<file path="src/verilog/twm_pkg.sv">
/*
  twm_pkg: constants, types and helpers for the 16-bit timer waveform block.
  Assumes a single core clock domain and an APB register port with 12-bit
  byte addresses and 32-bit data.
*/
package twm_pkg;

  // ***************************************************************
  // register indices (byte address is four times the index)
  // ***************************************************************
  localparam logic [9:0]  IDX_CTRL_A    = 10'h080;
  localparam logic [9:0]  IDX_CTRL_B    = 10'h081;
  localparam logic [9:0]  IDX_COUNT     = 10'h090;
  localparam logic [9:0]  IDX_CMP_A     = 10'h091;
  localparam logic [9:0]  IDX_CMP_B     = 10'h092;
  localparam logic [9:0]  IDX_CAPTURE   = 10'h093;
  localparam logic [9:0]  IDX_INT_STAT  = 10'h094;
  localparam logic [9:0]  IDX_INT_MASK  = 10'h095;
  localparam logic [9:0]  IDX_TICK_CTRL = 10'h096;

  // ***************************************************************
  // field positions and reset values
  // ***************************************************************
  localparam int unsigned CA_ACT_A_HI  = 7;
  localparam int unsigned CA_ACT_A_LO  = 6;
  localparam int unsigned CA_ACT_B_HI  = 5;
  localparam int unsigned CA_ACT_B_LO  = 4;
  localparam int unsigned CA_MODE_HI   = 1;
  localparam int unsigned CA_MODE_LO   = 0;
  localparam int unsigned CB_MODE_HI   = 4;
  localparam int unsigned CB_MODE_LO   = 3;
  localparam int unsigned TC_RUN_BIT   = 16;
  localparam int unsigned INT_OVF      = 0;
  localparam int unsigned INT_CMP_A    = 1;
  localparam int unsigned INT_CMP_B    = 2;
  localparam logic [7:0]  CTRL_A_RST   = 8'h00;
  localparam logic [7:0]  CTRL_A_WMASK = 8'hf3;

  // ***************************************************************
  // counter limits
  // ***************************************************************
  localparam logic [15:0] CNT_BOTTOM = 16'h0000;
  localparam logic [15:0] CNT_MAX    = 16'hffff;
  localparam logic [15:0] TOP_8BIT   = 16'h00ff;
  localparam logic [15:0] TOP_9BIT   = 16'h01ff;
  localparam logic [15:0] TOP_10BIT  = 16'h03ff;

  // ***************************************************************
  // types
  // ***************************************************************
  typedef enum logic [2:0] {
    WAVE_NORMAL = 3'b000,
    WAVE_CTC    = 3'b001,
    WAVE_FAST   = 3'b010,
    WAVE_PC     = 3'b011,
    WAVE_PFC    = 3'b100,
    WAVE_RSVD   = 3'b101
  } twm_wave_t;

  typedef enum logic [1:0] {
    TOP_FIXED   = 2'b00,
    TOP_CMP_A   = 2'b01,
    TOP_CAPTURE = 2'b10
  } twm_top_src_t;

  typedef enum logic [1:0] {
    PT_IMMEDIATE = 2'b00,
    PT_TOP       = 2'b01,
    PT_BOTTOM    = 2'b10,
    PT_MAX       = 2'b11
  } twm_point_t;

  typedef struct packed {
    twm_wave_t    wave;
    twm_top_src_t top_src;
    logic [15:0]  fixed_top;
    twm_point_t   upd;
    twm_point_t   flag;
  } twm_mode_cfg_t;

  typedef struct packed {
    logic        psel;
    logic        penable;
    logic        pwrite;
    logic [11:0] paddr;
    logic [31:0] pwdata;
  } twm_apb_req_t;

  typedef struct packed {
    logic [31:0] prdata;
    logic        pready;
    logic        pslverr;
  } twm_apb_rsp_t;

  typedef struct packed {
    logic [7:0]  ctrl_a;
    logic [1:0]  mode_hi;
    logic [15:0] cnt;
    logic        down;
    logic [15:0] cmp_buf_a;
    logic [15:0] cmp_buf_b;
    logic [15:0] cmp_a;
    logic [15:0] cmp_b;
    logic [15:0] cap;
    logic [2:0]  int_stat;
    logic [2:0]  int_mask;
    logic        tick_run;
    logic [15:0] tick_div;
    logic [15:0] div_cnt;
    logic        tick;
    logic        block;
    logic        oc_a;
    logic        oe_a;
    logic        oc_b;
    logic        oe_b;
    logic        irq;
    twm_apb_rsp_t rsp;
  } twm_state_t;

  localparam twm_state_t TWM_STATE_RST = '0;

  // ***************************************************************
  // helpers
  // ***************************************************************
  function automatic logic twm_hit(input logic [11:0] addr, input logic [9:0] idx);
    twm_hit = (addr == {idx, 2'b00});
  endfunction

endpackage

</file>
<file path="src/verilog/twm_mode_decode.sv">
/*
  twm_mode_decode: turns the four-bit waveform mode into counting sequence,
  TOP source, compare update point and overflow flag point.
  Assumes a stable mode from registers on the same clock; purely combinational.
*/
`timescale 1ns/1ps
module twm_mode_decode
  import twm_pkg::*;
(
  input  wire logic [3:0]    mode,
  output twm_mode_cfg_t      cfg
);

  // ***************************************************************
  // mode table
  // ***************************************************************
  always_comb begin
    cfg = '{WAVE_RSVD, TOP_FIXED, CNT_MAX, PT_IMMEDIATE, PT_MAX};
    unique case (mode)
      4'h0: cfg = '{WAVE_NORMAL, TOP_FIXED, CNT_MAX, PT_IMMEDIATE, PT_MAX};
      4'h1: cfg = '{WAVE_PC, TOP_FIXED, TOP_8BIT, PT_TOP, PT_BOTTOM};
      4'h2: cfg = '{WAVE_PC, TOP_FIXED, TOP_9BIT, PT_TOP, PT_BOTTOM};
      4'h3: cfg = '{WAVE_PC, TOP_FIXED, TOP_10BIT, PT_TOP, PT_BOTTOM};
      4'h4: cfg = '{WAVE_CTC, TOP_CMP_A, CNT_MAX, PT_IMMEDIATE, PT_MAX};
      4'h5: cfg = '{WAVE_FAST, TOP_FIXED, TOP_8BIT, PT_TOP, PT_TOP};
      4'h6: cfg = '{WAVE_FAST, TOP_FIXED, TOP_9BIT, PT_TOP, PT_TOP};
      4'h7: cfg = '{WAVE_FAST, TOP_FIXED, TOP_10BIT, PT_TOP, PT_TOP};
      4'h8: cfg = '{WAVE_PFC, TOP_CAPTURE, CNT_MAX, PT_BOTTOM, PT_BOTTOM};
      4'h9: cfg = '{WAVE_PFC, TOP_CMP_A, CNT_MAX, PT_BOTTOM, PT_BOTTOM};
      4'ha: cfg = '{WAVE_PC, TOP_CAPTURE, CNT_MAX, PT_TOP, PT_BOTTOM};
      4'hb: cfg = '{WAVE_PC, TOP_CMP_A, CNT_MAX, PT_TOP, PT_BOTTOM};
      4'hc: cfg = '{WAVE_CTC, TOP_CAPTURE, CNT_MAX, PT_IMMEDIATE, PT_MAX};
      // reserved code: counter frozen, pins released
      4'hd: cfg = '{WAVE_RSVD, TOP_FIXED, CNT_MAX, PT_IMMEDIATE, PT_MAX};
      4'he: cfg = '{WAVE_FAST, TOP_CAPTURE, CNT_MAX, PT_TOP, PT_TOP};
      4'hf: cfg = '{WAVE_FAST, TOP_CMP_A, CNT_MAX, PT_TOP, PT_TOP};
    endcase
  end

endmodule

</file>
<file path="src/verilog/twm_timer16.sv">
/*
  twm_timer16: 16-bit timer with waveform mode decode, compare double
  buffering, two compare output pins, overflow/compare flags and an APB port.
  Assumes port direction bits come from port logic on core_clk and an APB
  master on core_clk; reset is synchronous, active high.
*/
// Operation
// - synchronous counter, tick is a clock enable
// - frequency-correct modes reload compares at BOTTOM
// - nonzero action field takes over the pin
// - drive pin only when direction is output
// - non-PWM: off, toggle, clear, set on match
// - fast PWM 01: toggle A in 14/15
// - fast PWM: match and TOP act oppositely
// - fast PWM: compare at TOP ignores match
// - dual-slope 01: toggle A in 8..11 only
// - dual-slope: up match and down match opposite
// - control A bits 3:2 read zero
// - four-bit mode from both control registers
// - normal and clear-on-match TOP, update, flag
// - phase-correct TOP values, update TOP, flag BOTTOM
// - fast PWM TOP values, update and flag TOP
// - frequency-correct TOP source, update and flag BOTTOM
// - upper mode bits in control B 4:3
`timescale 1ns/1ps
module twm_timer16
  import twm_pkg::*;
(
  input  wire logic          core_clk,
  input  wire logic          reset,
  input  wire twm_apb_req_t  apb_req,
  output twm_apb_rsp_t       apb_rsp,
  input  wire logic          port_dir_a,
  input  wire logic          port_dir_b,
  output logic               compare_out_a_pin,
  output logic               compare_out_a_oe,
  output logic               compare_out_b_pin,
  output logic               compare_out_b_oe,
  output logic               timer_irq
);

  // ***************************************************************
  // waveform step for one channel
  // ***************************************************************
  // returns {connected, next level}; shared by both channels
  function automatic logic [1:0] wave_step(
    input logic      oc,
    input logic [1:0] act,
    input twm_wave_t wave,
    input logic [3:0] mode,
    input logic      chan_a,
    input logic      match,
    input logic      top_step,
    input logic      cmp_is_top,
    input logic      down
  );
    logic conn;
    logic lvl;
    conn = 1'b0;
    lvl  = oc;
    if (act != 2'b00) begin
      conn = 1'b1;
      unique case (wave)
        WAVE_NORMAL, WAVE_CTC: begin
          if (match) begin
            unique case (act)
              2'b01:   lvl = ~oc;
              2'b10:   lvl = 1'b0;
              default: lvl = 1'b1;
            endcase
          end
        end
        WAVE_FAST: begin
          if (act == 2'b01) begin
            conn = chan_a && (mode == 4'he || mode == 4'hf);
            if (conn && match) begin
              lvl = ~oc;
            end
          end else begin
            // compare at TOP would fight the TOP edge, so the TOP action wins
            if (match && !cmp_is_top) begin
              lvl = act[0];
            end
            if (top_step) begin
              lvl = ~act[0];
            end
          end
        end
        WAVE_PC, WAVE_PFC: begin
          if (act == 2'b01) begin
            conn = chan_a && (mode >= 4'h8) && (mode <= 4'hb);
            if (conn && match) begin
              lvl = ~oc;
            end
          end else if (match) begin
            lvl = down ? ~act[0] : act[0];
          end
        end
        default: begin
          conn = 1'b0;
        end
      endcase
    end
    wave_step = {conn, lvl};
  endfunction

  // ***************************************************************
  // state and mode decode
  // ***************************************************************
  twm_state_t    s;
  twm_state_t    n;
  twm_mode_cfg_t cfg;
  logic [3:0]    mode;

  assign mode = {s.mode_hi, s.ctrl_a[CA_MODE_HI:CA_MODE_LO]};

  twm_mode_decode u_decode (
    .mode (mode),
    .cfg  (cfg)
  );

  // ***************************************************************
  // next state
  // ***************************************************************
  logic [15:0] top;
  logic        dual;
  logic        step;
  logic        at_top;
  logic        at_bot;
  logic        at_max;
  logic        match_a;
  logic        match_b;
  logic        ovf_ev;
  logic        upd_ev;
  logic        setup;
  logic        commit;
  logic [2:0]  clr;
  logic [2:0]  set;
  logic [1:0]  res_a;
  logic [1:0]  res_b;
  logic [31:0] rd;
  logic        hit;

  always_comb begin
    n = s;
    top = CNT_MAX;
    if (cfg.top_src == TOP_FIXED) begin
      top = cfg.fixed_top;
    end else if (cfg.top_src == TOP_CMP_A) begin
      top = s.cmp_a;
    end else begin
      top = s.cap;
    end
    dual   = (cfg.wave == WAVE_PC) || (cfg.wave == WAVE_PFC);
    at_top = (s.cnt == top);
    at_bot = (s.cnt == CNT_BOTTOM);
    at_max = (s.cnt == CNT_MAX);

    // tick divider: one-cycle enable, never a derived clock
    n.tick = 1'b0;
    if (!s.tick_run) begin
      n.div_cnt = 16'h0000;
    end else if (s.div_cnt >= s.tick_div) begin
      n.div_cnt = 16'h0000;
      n.tick    = 1'b1;
    end else begin
      n.div_cnt = s.div_cnt + 16'h0001;
    end
    step = s.tick && (cfg.wave != WAVE_RSVD);

    // counting sequence
    if (step) begin
      n.block = 1'b0;
      if (dual) begin
        if (!s.down) begin
          // a TOP of zero (compare not loaded yet) must not turn below BOTTOM
          if (s.cnt >= top && !at_bot) begin
            n.down = 1'b1;
            n.cnt  = s.cnt - 16'h0001;
          end else begin
            n.cnt = s.cnt + 16'h0001;
          end
        end else if (at_bot) begin
          n.down = 1'b0;
          n.cnt  = s.cnt + 16'h0001;
        end else begin
          n.cnt = s.cnt - 16'h0001;
        end
      end else begin
        n.down = 1'b0;
        n.cnt  = at_top ? CNT_BOTTOM : s.cnt + 16'h0001;
      end
    end

    // a counter write suppresses the match on the next tick
    match_a = step && !s.block && (s.cnt == s.cmp_a);
    match_b = step && !s.block && (s.cnt == s.cmp_b);

    unique case (cfg.flag)
      PT_MAX:    ovf_ev = step && at_max;
      PT_TOP:    ovf_ev = step && at_top;
      PT_BOTTOM: ovf_ev = step && at_bot;
      default:   ovf_ev = 1'b0;
    endcase

    unique case (cfg.upd)
      PT_IMMEDIATE: upd_ev = 1'b1;
      PT_TOP:       upd_ev = step && at_top;
      PT_BOTTOM:    upd_ev = step && at_bot;
      default:      upd_ev = 1'b0;
    endcase
    if (upd_ev) begin
      n.cmp_a = s.cmp_buf_a;
      n.cmp_b = s.cmp_buf_b;
    end

    // compare outputs
    res_a = wave_step(s.oc_a, s.ctrl_a[CA_ACT_A_HI:CA_ACT_A_LO], cfg.wave, mode, 1'b1,
                      match_a, step && at_top, s.cmp_a == top, s.down);
    res_b = wave_step(s.oc_b, s.ctrl_a[CA_ACT_B_HI:CA_ACT_B_LO], cfg.wave, mode, 1'b0,
                      match_b, step && at_top, s.cmp_b == top, s.down);
    n.oc_a = res_a[0];
    n.oc_b = res_b[0];
    n.oe_a = res_a[1] && port_dir_a;
    n.oe_b = res_b[1] && port_dir_b;

    // apb: zero-wait slave, response prepared in the setup cycle
    setup  = apb_req.psel && !apb_req.penable;
    commit = apb_req.psel && apb_req.penable && s.rsp.pready;
    hit    = 1'b1;
    rd     = 32'h0000_0000;
    if (twm_hit(apb_req.paddr, IDX_CTRL_A)) begin
      rd[7:0] = s.ctrl_a & CTRL_A_WMASK;
    end else if (twm_hit(apb_req.paddr, IDX_CTRL_B)) begin
      rd[CB_MODE_HI:CB_MODE_LO] = s.mode_hi;
    end else if (twm_hit(apb_req.paddr, IDX_COUNT)) begin
      rd[15:0] = s.cnt;
    end else if (twm_hit(apb_req.paddr, IDX_CMP_A)) begin
      rd[15:0] = s.cmp_buf_a;
    end else if (twm_hit(apb_req.paddr, IDX_CMP_B)) begin
      rd[15:0] = s.cmp_buf_b;
    end else if (twm_hit(apb_req.paddr, IDX_CAPTURE)) begin
      rd[15:0] = s.cap;
    end else if (twm_hit(apb_req.paddr, IDX_INT_STAT)) begin
      rd[2:0] = s.int_stat;
    end else if (twm_hit(apb_req.paddr, IDX_INT_MASK)) begin
      rd[2:0] = s.int_mask;
    end else if (twm_hit(apb_req.paddr, IDX_TICK_CTRL)) begin
      rd[TC_RUN_BIT] = s.tick_run;
      rd[15:0]       = s.tick_div;
    end else begin
      hit = 1'b0;
    end
    n.rsp.pready = setup;
    if (setup) begin
      n.rsp.prdata  = apb_req.pwrite ? 32'h0000_0000 : rd;
      n.rsp.pslverr = !hit;
    end else begin
      n.rsp.pslverr = 1'b0;
    end

    clr = 3'b000;
    if (commit && apb_req.pwrite && hit) begin
      if (twm_hit(apb_req.paddr, IDX_CTRL_A)) begin
        n.ctrl_a = apb_req.pwdata[7:0] & CTRL_A_WMASK;
      end else if (twm_hit(apb_req.paddr, IDX_CTRL_B)) begin
        n.mode_hi = apb_req.pwdata[CB_MODE_HI:CB_MODE_LO];
      end else if (twm_hit(apb_req.paddr, IDX_COUNT)) begin
        n.cnt   = apb_req.pwdata[15:0];
        n.block = 1'b1;
      end else if (twm_hit(apb_req.paddr, IDX_CMP_A)) begin
        n.cmp_buf_a = apb_req.pwdata[15:0];
      end else if (twm_hit(apb_req.paddr, IDX_CMP_B)) begin
        n.cmp_buf_b = apb_req.pwdata[15:0];
      end else if (twm_hit(apb_req.paddr, IDX_CAPTURE)) begin
        n.cap = apb_req.pwdata[15:0];
      end else if (twm_hit(apb_req.paddr, IDX_INT_STAT)) begin
        clr = apb_req.pwdata[2:0];
      end else if (twm_hit(apb_req.paddr, IDX_INT_MASK)) begin
        n.int_mask = apb_req.pwdata[2:0];
      end else begin
        n.tick_run = apb_req.pwdata[TC_RUN_BIT];
        n.tick_div = apb_req.pwdata[15:0];
      end
    end

    // sticky flags: a new event beats a write-one-to-clear in the same cycle
    set            = 3'b000;
    set[INT_OVF]   = ovf_ev;
    set[INT_CMP_A] = match_a;
    set[INT_CMP_B] = match_b;
    n.int_stat     = (s.int_stat & ~clr) | set;
    n.irq          = |(n.int_stat & n.int_mask);
  end

  // ***************************************************************
  // state register
  // ***************************************************************
  always_ff @(posedge core_clk) begin
    if (reset) begin
      s <= TWM_STATE_RST;
    end else begin
      s <= n;
    end
  end

  // ***************************************************************
  // outputs
  // ***************************************************************
  assign apb_rsp           = s.rsp;
  assign compare_out_a_pin = s.oc_a;
  assign compare_out_a_oe  = s.oe_a;
  assign compare_out_b_pin = s.oc_b;
  assign compare_out_b_oe  = s.oe_b;
  assign timer_irq         = s.irq;

endmodule

</file>
<file path="config.mk">
export PLATFORM = sky130hd
export DESIGN_NAME = twm_timer16
export DESIGN_NICKNAME = d
export VERILOG_FILES = /design/src/verilog/twm_pkg.sv /design/src/verilog/twm_mode_decode.sv /design/src/verilog/twm_timer16.sv
export SDC_FILE = /design/constraint.sdc
export NUM_CORES = 1
export LEC_CHECK = 0
export BUFFER_PORTS_ARGS = -buffer_cell sky130_fd_sc_hd__buf_2
export CAP_MARGIN = 10
export CORE_MARGIN = 1
export CORE_UTILIZATION = 51
export CTS_BUF_LIST = sky130_fd_sc_hd__clkbuf_16
export CTS_CLUSTER_SIZE = 30
export DETAILED_ROUTE_END_ITERATION = 10
export PLACE_DENSITY = 0.7
export SLEW_MARGIN = 20
export SYNTH_ARGS = -nofsm -noshare
export SYNTH_HDL_FRONTEND = slang
export SYNTH_HIERARCHICAL = 1
export SYNTH_SLANG_ARGS = --single-unit
</file>
<file path="constraint.sdc">
create_clock -name core_clk -period 10.6 [get_ports core_clk]
set_input_delay 3.18 -clock core_clk [delete_from_list [all_inputs] [get_ports core_clk]]
set_output_delay 3.18 -clock core_clk [all_outputs]
set_load 0.01 [all_outputs]
</file>
# --- Word-level counts from Yosys, hierarchy flattened ---
# Memory sizes are Yosys's and may differ from the RTL's.
# Index checks and enable logic that the tools add are counted.
totals:
  register_bits: 185
  out_inout_bits: 39
  input_bits: 51
  wordCells: 245
  rom_bits: 272
  n_memories: 1
classes:
  n_addsub: 3
  n_mux: 103
  n_reduce_logical: 50
  n_lt_le_gt_ge: 4
  eq_ne: 42
  n_bitwise: 18
mem_list:
  columns: ["memory", "depth", "word_bits", "rd", "rd_ports_with_merged_regs", "wr", "line_no", "rtl"]
  rows:
  - ["(no name shown)", 16, 17, 1, 0, 0, "twm_mode_decode.sv:19", "unique case (mode)"]
op_table:
  columns: ["op", "count"]
  rows:
  - ["two-way mux 17 bit", 14]
  - ["two-way mux 16 bit", 13]
  - ["two-way mux 20 bit", 8]
  - ["equality test 12 x 10 -> 1 bit, second input constant", 9]
  - ["equality test 16 bit", 5]
  - ["two-way mux 1 bit", 42]
  - ["two-way mux 3 bit", 12]
  - ["adder 16 x 1 -> 16 bit, second input constant", 2]
  - ["greater-or-equal comparator 16 bit", 2]
  - ["two-way mux 14 bit", 2]
  - ["AND reduction 7 bit", 3]
  - ["logical AND 1 bit", 20]
  - ["equality test 16 bit, second input constant", 1]
  - ["zero test 16 bit", 1]
  - ["subtractor 16 x 1 -> 16 bit, second input constant", 1]
  - ["!= test 3 bit, second input constant", 5]
  - ["case mux 1 bit (3 select lines)", 5]
  - ["inverter 1 bit", 14]
  - ["two-way mux 12 bit", 1]
  - ["equality test 2 x 1 -> 1 bit, second input constant", 5]
  - ["equality test 2 bit, second input constant", 5]
  - ["!= test 2 bit, second input constant", 5]
  - ["two-way mux 9 bit", 1]
  - ["AND reduction 9 bit", 1]
  - ["other kinds (25)", 43]

# --- Longest topological paths before layout ---
depth:
  word_depth: 19
  depth_mapped: 21
  depth_no_buf: 16

# --- By module ---
# The synthesis kept the hierarchy.
modules_own_cells:
  columns: ["mod", "seq_area_each_um2", "cells_each", "area_each_um2", "n_inst"]
  rows:
  - ["twm_timer16", 3403.3, 1335, 10562.6, 1]
  - ["twm_mode_decode", 0.0, 47, 346.6, 1]

# --- Worst setup path after synthesis ---
# OpenSTA, ideal clock, no wires.
synth_timing:
  kind: "input to register"
  startpoint: "input port apb_req[34] in the netlist's numbering"
  endpoint: "register s, in the netlist apb_rsp[14]"
  stages: 10
  required_time_ns: 10.472
  path_slack_ns: 5.731
  arrival_time_ns: 4.742
  path_cell_list: "buf_2 > nor2b_1 > buf_2 > and3_1 > clkbuf_1 > clkbuf_1 > a222oi_1 > nor2_1 > a221oi_1 > nor2_1"
synth_via:
  elab_chain_len: 19
synth_rtl:
  columns: ["element", "line_no", "rtl"]
  rows:
  - ["from (decl)", "twm_timer16.sv:31", "input wire twm_apb_req_t apb_req,"]
  - ["equality test 12 x 10 -> 1 bit", "twm_pkg.sv:126", "twm_hit = (addr == {idx, 2'b00});"]
  - ["two-way mux 17 bit", "twm_timer16.sv:248", "end else if (twm_hit(apb_req.paddr, IDX_TICK_CTRL)) begin"]
  - ["two-way mux 17 bit", "twm_timer16.sv:246", "end else if (twm_hit(apb_req.paddr, IDX_INT_MASK)) begin"]
  - ["two-way mux 17 bit", "twm_timer16.sv:244", "end else if (twm_hit(apb_req.paddr, IDX_INT_STAT)) begin"]
  - ["two-way mux 17 bit", "twm_timer16.sv:242", "end else if (twm_hit(apb_req.paddr, IDX_CAPTURE)) begin"]
  - ["two-way mux 17 bit", "twm_timer16.sv:240", "end else if (twm_hit(apb_req.paddr, IDX_CMP_B)) begin"]
  - ["two-way mux 17 bit", "twm_timer16.sv:238", "end else if (twm_hit(apb_req.paddr, IDX_CMP_A)) begin"]
  - ["two-way mux 17 bit", "twm_timer16.sv:236", "end else if (twm_hit(apb_req.paddr, IDX_COUNT)) begin"]
  - ["[3 not listed]", null, null]
  - ["two-way mux 14 bit", "twm_timer16.sv:244", null]
  - ["two-way mux 16 bit", "twm_timer16.sv:242", null]
  - ["two-way mux 16 bit", "twm_timer16.sv:240", null]
  - ["two-way mux 16 bit", "twm_timer16.sv:238", null]
  - ["two-way mux 16 bit", "twm_timer16.sv:236", null]
  - ["two-way mux 12 bit", "twm_timer16.sv:234", "end else if (twm_hit(apb_req.paddr, IDX_CTRL_B)) begin"]
  - ["two-way mux 9 bit *", "twm_timer16.sv:232", "if (twm_hit(apb_req.paddr, IDX_CTRL_A)) begin"]
  - ["two-way mux 17 bit *", "twm_timer16.sv:256", "n.rsp.prdata = apb_req.pwrite ? 32'h0000_0000 : rd;"]
  - ["to (signal assigned)", "twm_timer16.sv:303", "s <= n;"]
  - ["to (decl)", "twm_timer16.sv:110", "twm_state_t s;"]
# Mark *: on every way between the ends. The rest lies on a longest branch, timed or not. The select of a mux whose other input is x is not followed.
# A chain may end at the register's enable or synchronous reset.

# --- Final worst setup path ---
layout_timing:
  startpoint: "input port apb_req[34] in the netlist's numbering"
  endpoint: "register s[153] in the netlist's numbering"
layout_via:
  elab_chain_len: 12
layout_rtl:
  columns: ["element", "line_no", "rtl"]
  rows:
  - ["equality test 12 x 10 -> 1 bit", "twm_pkg.sv:126", null]
  - ["two-way mux 1 bit", "twm_timer16.sv:248", null]
  - ["two-way mux 1 bit", "twm_timer16.sv:246", null]
  - ["two-way mux 1 bit", "twm_timer16.sv:244", null]
  - ["two-way mux 1 bit", "twm_timer16.sv:242", null]
  - ["two-way mux 1 bit", "twm_timer16.sv:240", null]
  - ["two-way mux 1 bit", "twm_timer16.sv:238", null]
  - ["two-way mux 1 bit", "twm_timer16.sv:236", null]
  - ["two-way mux 1 bit", "twm_timer16.sv:234", null]
  - ["two-way mux 1 bit", "twm_timer16.sv:232", null]
  - ["logical AND 1 bit", "twm_timer16.sv:263", "if (commit && apb_req.pwrite && hit) begin"]
  - ["AND reduction 5 bit (no source line) *", null, null]
# Mark *: on every way between the ends. The rest lies on a longest branch, timed or not.

==> flow_summary.toml <==
[place]
gp_congestion = 0.9759
io_buffers = 59
hpwl_um = 25120

[clocking]
cts_resized = 0
cts_buffer_depth = 2
cts_tree = "yes"
clk_latency_ns = 0.44
cts_made_buffers = 17
clk_pin_slew_worst_paths_ns = 0.07
clockRootBuffer = "clkbuf_16"
htree_levels = 4
cts_hold_buf = 0
cts_setup_buffers = 0
clock-sinks = 170

[worst_hold_path]
hold_depth = 2
min_to = "s[61]"
min_path_type = "flip-flop to flip-flop"
worstHoldStart = "s[61]"

[yosys]
synth.distinct_cells = 80
syn_avg_cell_area_um2 = 7.894
synth-seq-area-share_pct = 31.20
ys.warnings.count = 6
synthFlopType = "dfxtp_1"
synth_seq_cells = 170
syn-instance-count = 1382
syn_area_um2 = 10910
synth_edf_count = 0
async_flop_share_pct = 0

[floorplan]
io_pins = 90
die_w_um = 148.3
dieHeight_um = 148.3
dieArea_um2 = 21980
core_area_um2 = 21020
rows = 53
start_util_pct = 51.90

[critical_path]
slowest_delay_ns = 0.77
cp_max_fo = 28
slowest_stage = "nand3_1"
crit_required_ns = 10.91
path_buf_inv = 1
cp_top_family = "simple AND/OR/NAND/NOR gates"
r2r_slack_ns = 5.78
reg2reg_depth = 14
arrival_ns = 6.30
path_cells = "buf_2 -> nor2b_1 -> and3_1 -> nand3_1 -> nand2_1 -> a21oi_1"
timing.rr.end = "s[175]"
rr_startpoint = "mode[1]"
start_kind = "input pin"
critPathCaptureType = "flip-flop"
critical_path_class = "input pin to flip-flop"

[route]
drc = 0
drt_wl_total_um = 34990
wl_per_cell_um = 21.35
drt_first_pass_iters = 8
drtAntennaViolNets = 0
viasPerCell = 6.071
vias = 9950
drtIter0Drc = 909

[timing]
layout_min_cycle_time_ns = 5.985
setup_violations = 0
report.final.slew_viol_count = 0
rsz0062_at_grt = "no"
tightestPinTransition_ns = 1.169
setup_tns_ns = 0
timing.hold.ws_ns = 0.4582
post-route-period-util_pct = 56.46
slew_headroom_pct = 21.75
final.setup_skew_ns = 0.01004
hold_viol_final = 0
fmax_mhz = 167.1

[grt]
grt_pass1_wl_um = 53340
antenna_found_initial = 1
grt_max_degree = 54
grt_pass1_vias = 9038
grt_overflow = 0
grt_usage_pct = 32.26

[cells_and_area]
area_growth_syn_to_layout_pct = 6.078
drive_gt1_share_pct = 11.52
nets = 1444

[run_status]
status = "completed"

[power]
ir_drop_mv = 0.1080
p_leak_nw = 4.450
power_density_nw_per_um2 = 118.1

[job]
cap_viol_max_count = 0
## state kept, by name, indices dropped and copies added, names as in the netlist
signal and flops:
apb_rsp 19, compare_out_a_oe 1, compare_out_a_pin 1, compare_out_b_oe 1, compare_out_b_pin 1, mode 4
s 142, timer_irq 1
## worst max-delay path by stage
stage	from	end	slack, ns	cells past startpoint
detailed placement	apb_req[34]	s[150]	4.28	6
finish	apb_req[34]	s[153]	4.61	6
global route	apb_req[34]	s[150]	4.46	6
global placement	apb_req[34]	s[144]	4.24	6
floorplan	apb_req[34]	apb_rsp[14]	5.73	10
CTS	apb_req[34]	s[150]	4.73	6
## metrics by stage
stage,cells,setup slack (ns),instance area [um2],power (mW),utilization [%]
final,1639,4.615,11570,1.367,55.05
after detailed placement,1606,4.283,10950,0.7157,52.10
after floorplan,1403,5.731,10990,0.6969,-
after global placement,1606,4.244,10950,0.7154,52.10
after global routing,1638,4.457,11570,1.401,55.04
after CTS,1638,4.731,11570,1.369,55.02
## where the power goes
| group | switching (mW) | internal, mW | leakage, nW |
|---|---|---|---|
| Clock | 0.287 | 0.377 | 0.306 |
| Sequential | 0.00181 | 0.639 | 1.37 |
| Combinational | 0.0468 | 0.0158 | 2.78 |
| Total | 0.336 | 1.03 | 4.45 |
## tightest hold or removal path: stages, from the launching register on
cell and delay [ns]:
dfxtp_1 0.31, nand2_1 0.05, a21oi_1 0.05
## cell families (layout without fill, tap and decap cells)
family / Yosys count / after routing / synth area share [%]
multiplexers: 85 / 85 / 8.051
adder cells (fa/ha/maj): 43 / 43 / 4.932
buffers and inverters: 182 / 142 / 8.648
AO/OA/AOI/OAI: 294 / 294 / 17.69
other: 2 / 24 / 0.06884
flip-flops: 170 / 170 / 31.20
XOR/XNOR: 81 / 81 / 6.503
AND/OR/NAND/NOR: 525 / 525 / 22.92
## final cells by class
class	instances	area, um2
Fill cell	1967	9449
Multi-Input combinational cell	1051	6666
Sequential cell	170	3403
Clock buffer	17	425.4
Timing Repair Buffer	73	402.9
Tap cell	275	344.1
Clock inverter	15	188.9
Inverter	37	138.9
Antenna cell	1	2.502
## synth_stat cells, types with 5 or more instances
cell / instances / share of area [%]
clkbuf_1: 57 / 2.0
a222oi_1: 11 / 1.0
nor3_2: 5 / 0.46
nand4_1: 19 / 1.1
a211oi_2: 5 / 0.57
dfxtp_1: 170 / 31
o21ai_0: 29 / 1.3
and3_1: 23 / 1.3
nand3_1: 36 / 1.7
o22ai_1: 12 / 0.69
o21ai_1: 14 / 0.64
nor4_1: 19 / 1.1
ha_1: 43 / 4.9
o311a_1: 6 / 0.55
a22oi_1: 11 / 0.76
mux2_1: 5 / 0.52
or3_1: 6 / 0.34
and4_1: 5 / 0.40
buf_4: 55 / 3.8
inv_1: 35 / 1.2
a21oi_1: 121 / 5.6
nor3_1: 28 / 1.3
a221oi_1: 16 / 1.3
xor2_1: 49 / 3.9
nand2b_1: 14 / 0.80
buf_1: 5 / 0.17
xnor2_1: 32 / 2.6
nor2_1: 133 / 4.6
a31oi_1: 8 / 0.46
mux2_2: 17 / 1.8
nand2_1: 192 / 6.6
nor2b_1: 11 / 0.63
a21o_1: 10 / 0.69
mux2i_1: 63 / 5.8
buf_2: 25 / 1.1
o211ai_1: 6 / 0.41
## placed cells by master (no fill, tap or decap), types with 15 or more instances in the layout
cell	Yosys	layout
and3_1	23	23
ha_1	43	43
conb_1	2	23
mux2_2	17	17
dfxtp_1	170	170
nor3_1	28	28
nand2_1	192	192
o21ai_0	29	28
a21oi_1	121	121
nand3_1	36	36
buf_4	55	15
nor4_1	19	19
nand4_1	19	19
inv_1	35	35
xor2_1	49	49
clkbuf_16	0	17
a221oi_1	16	16
mux2i_1	63	63
buf_2	25	58
nor2_1	133	133
xnor2_1	32	32
## metal layers
layer  routed length (um)  up-vias  track usage, %  share of wire, %
met2                15800      431           50.31                45
met4                 1135        0           14.23               3.2
li1                     -     4737               -                 -
met5                    0        -               0                 0
met3                 3036       74           7.086               8.7
met1                15020     4708           42.64                43
Note: power is estimated with default switching activity, not from simulation.
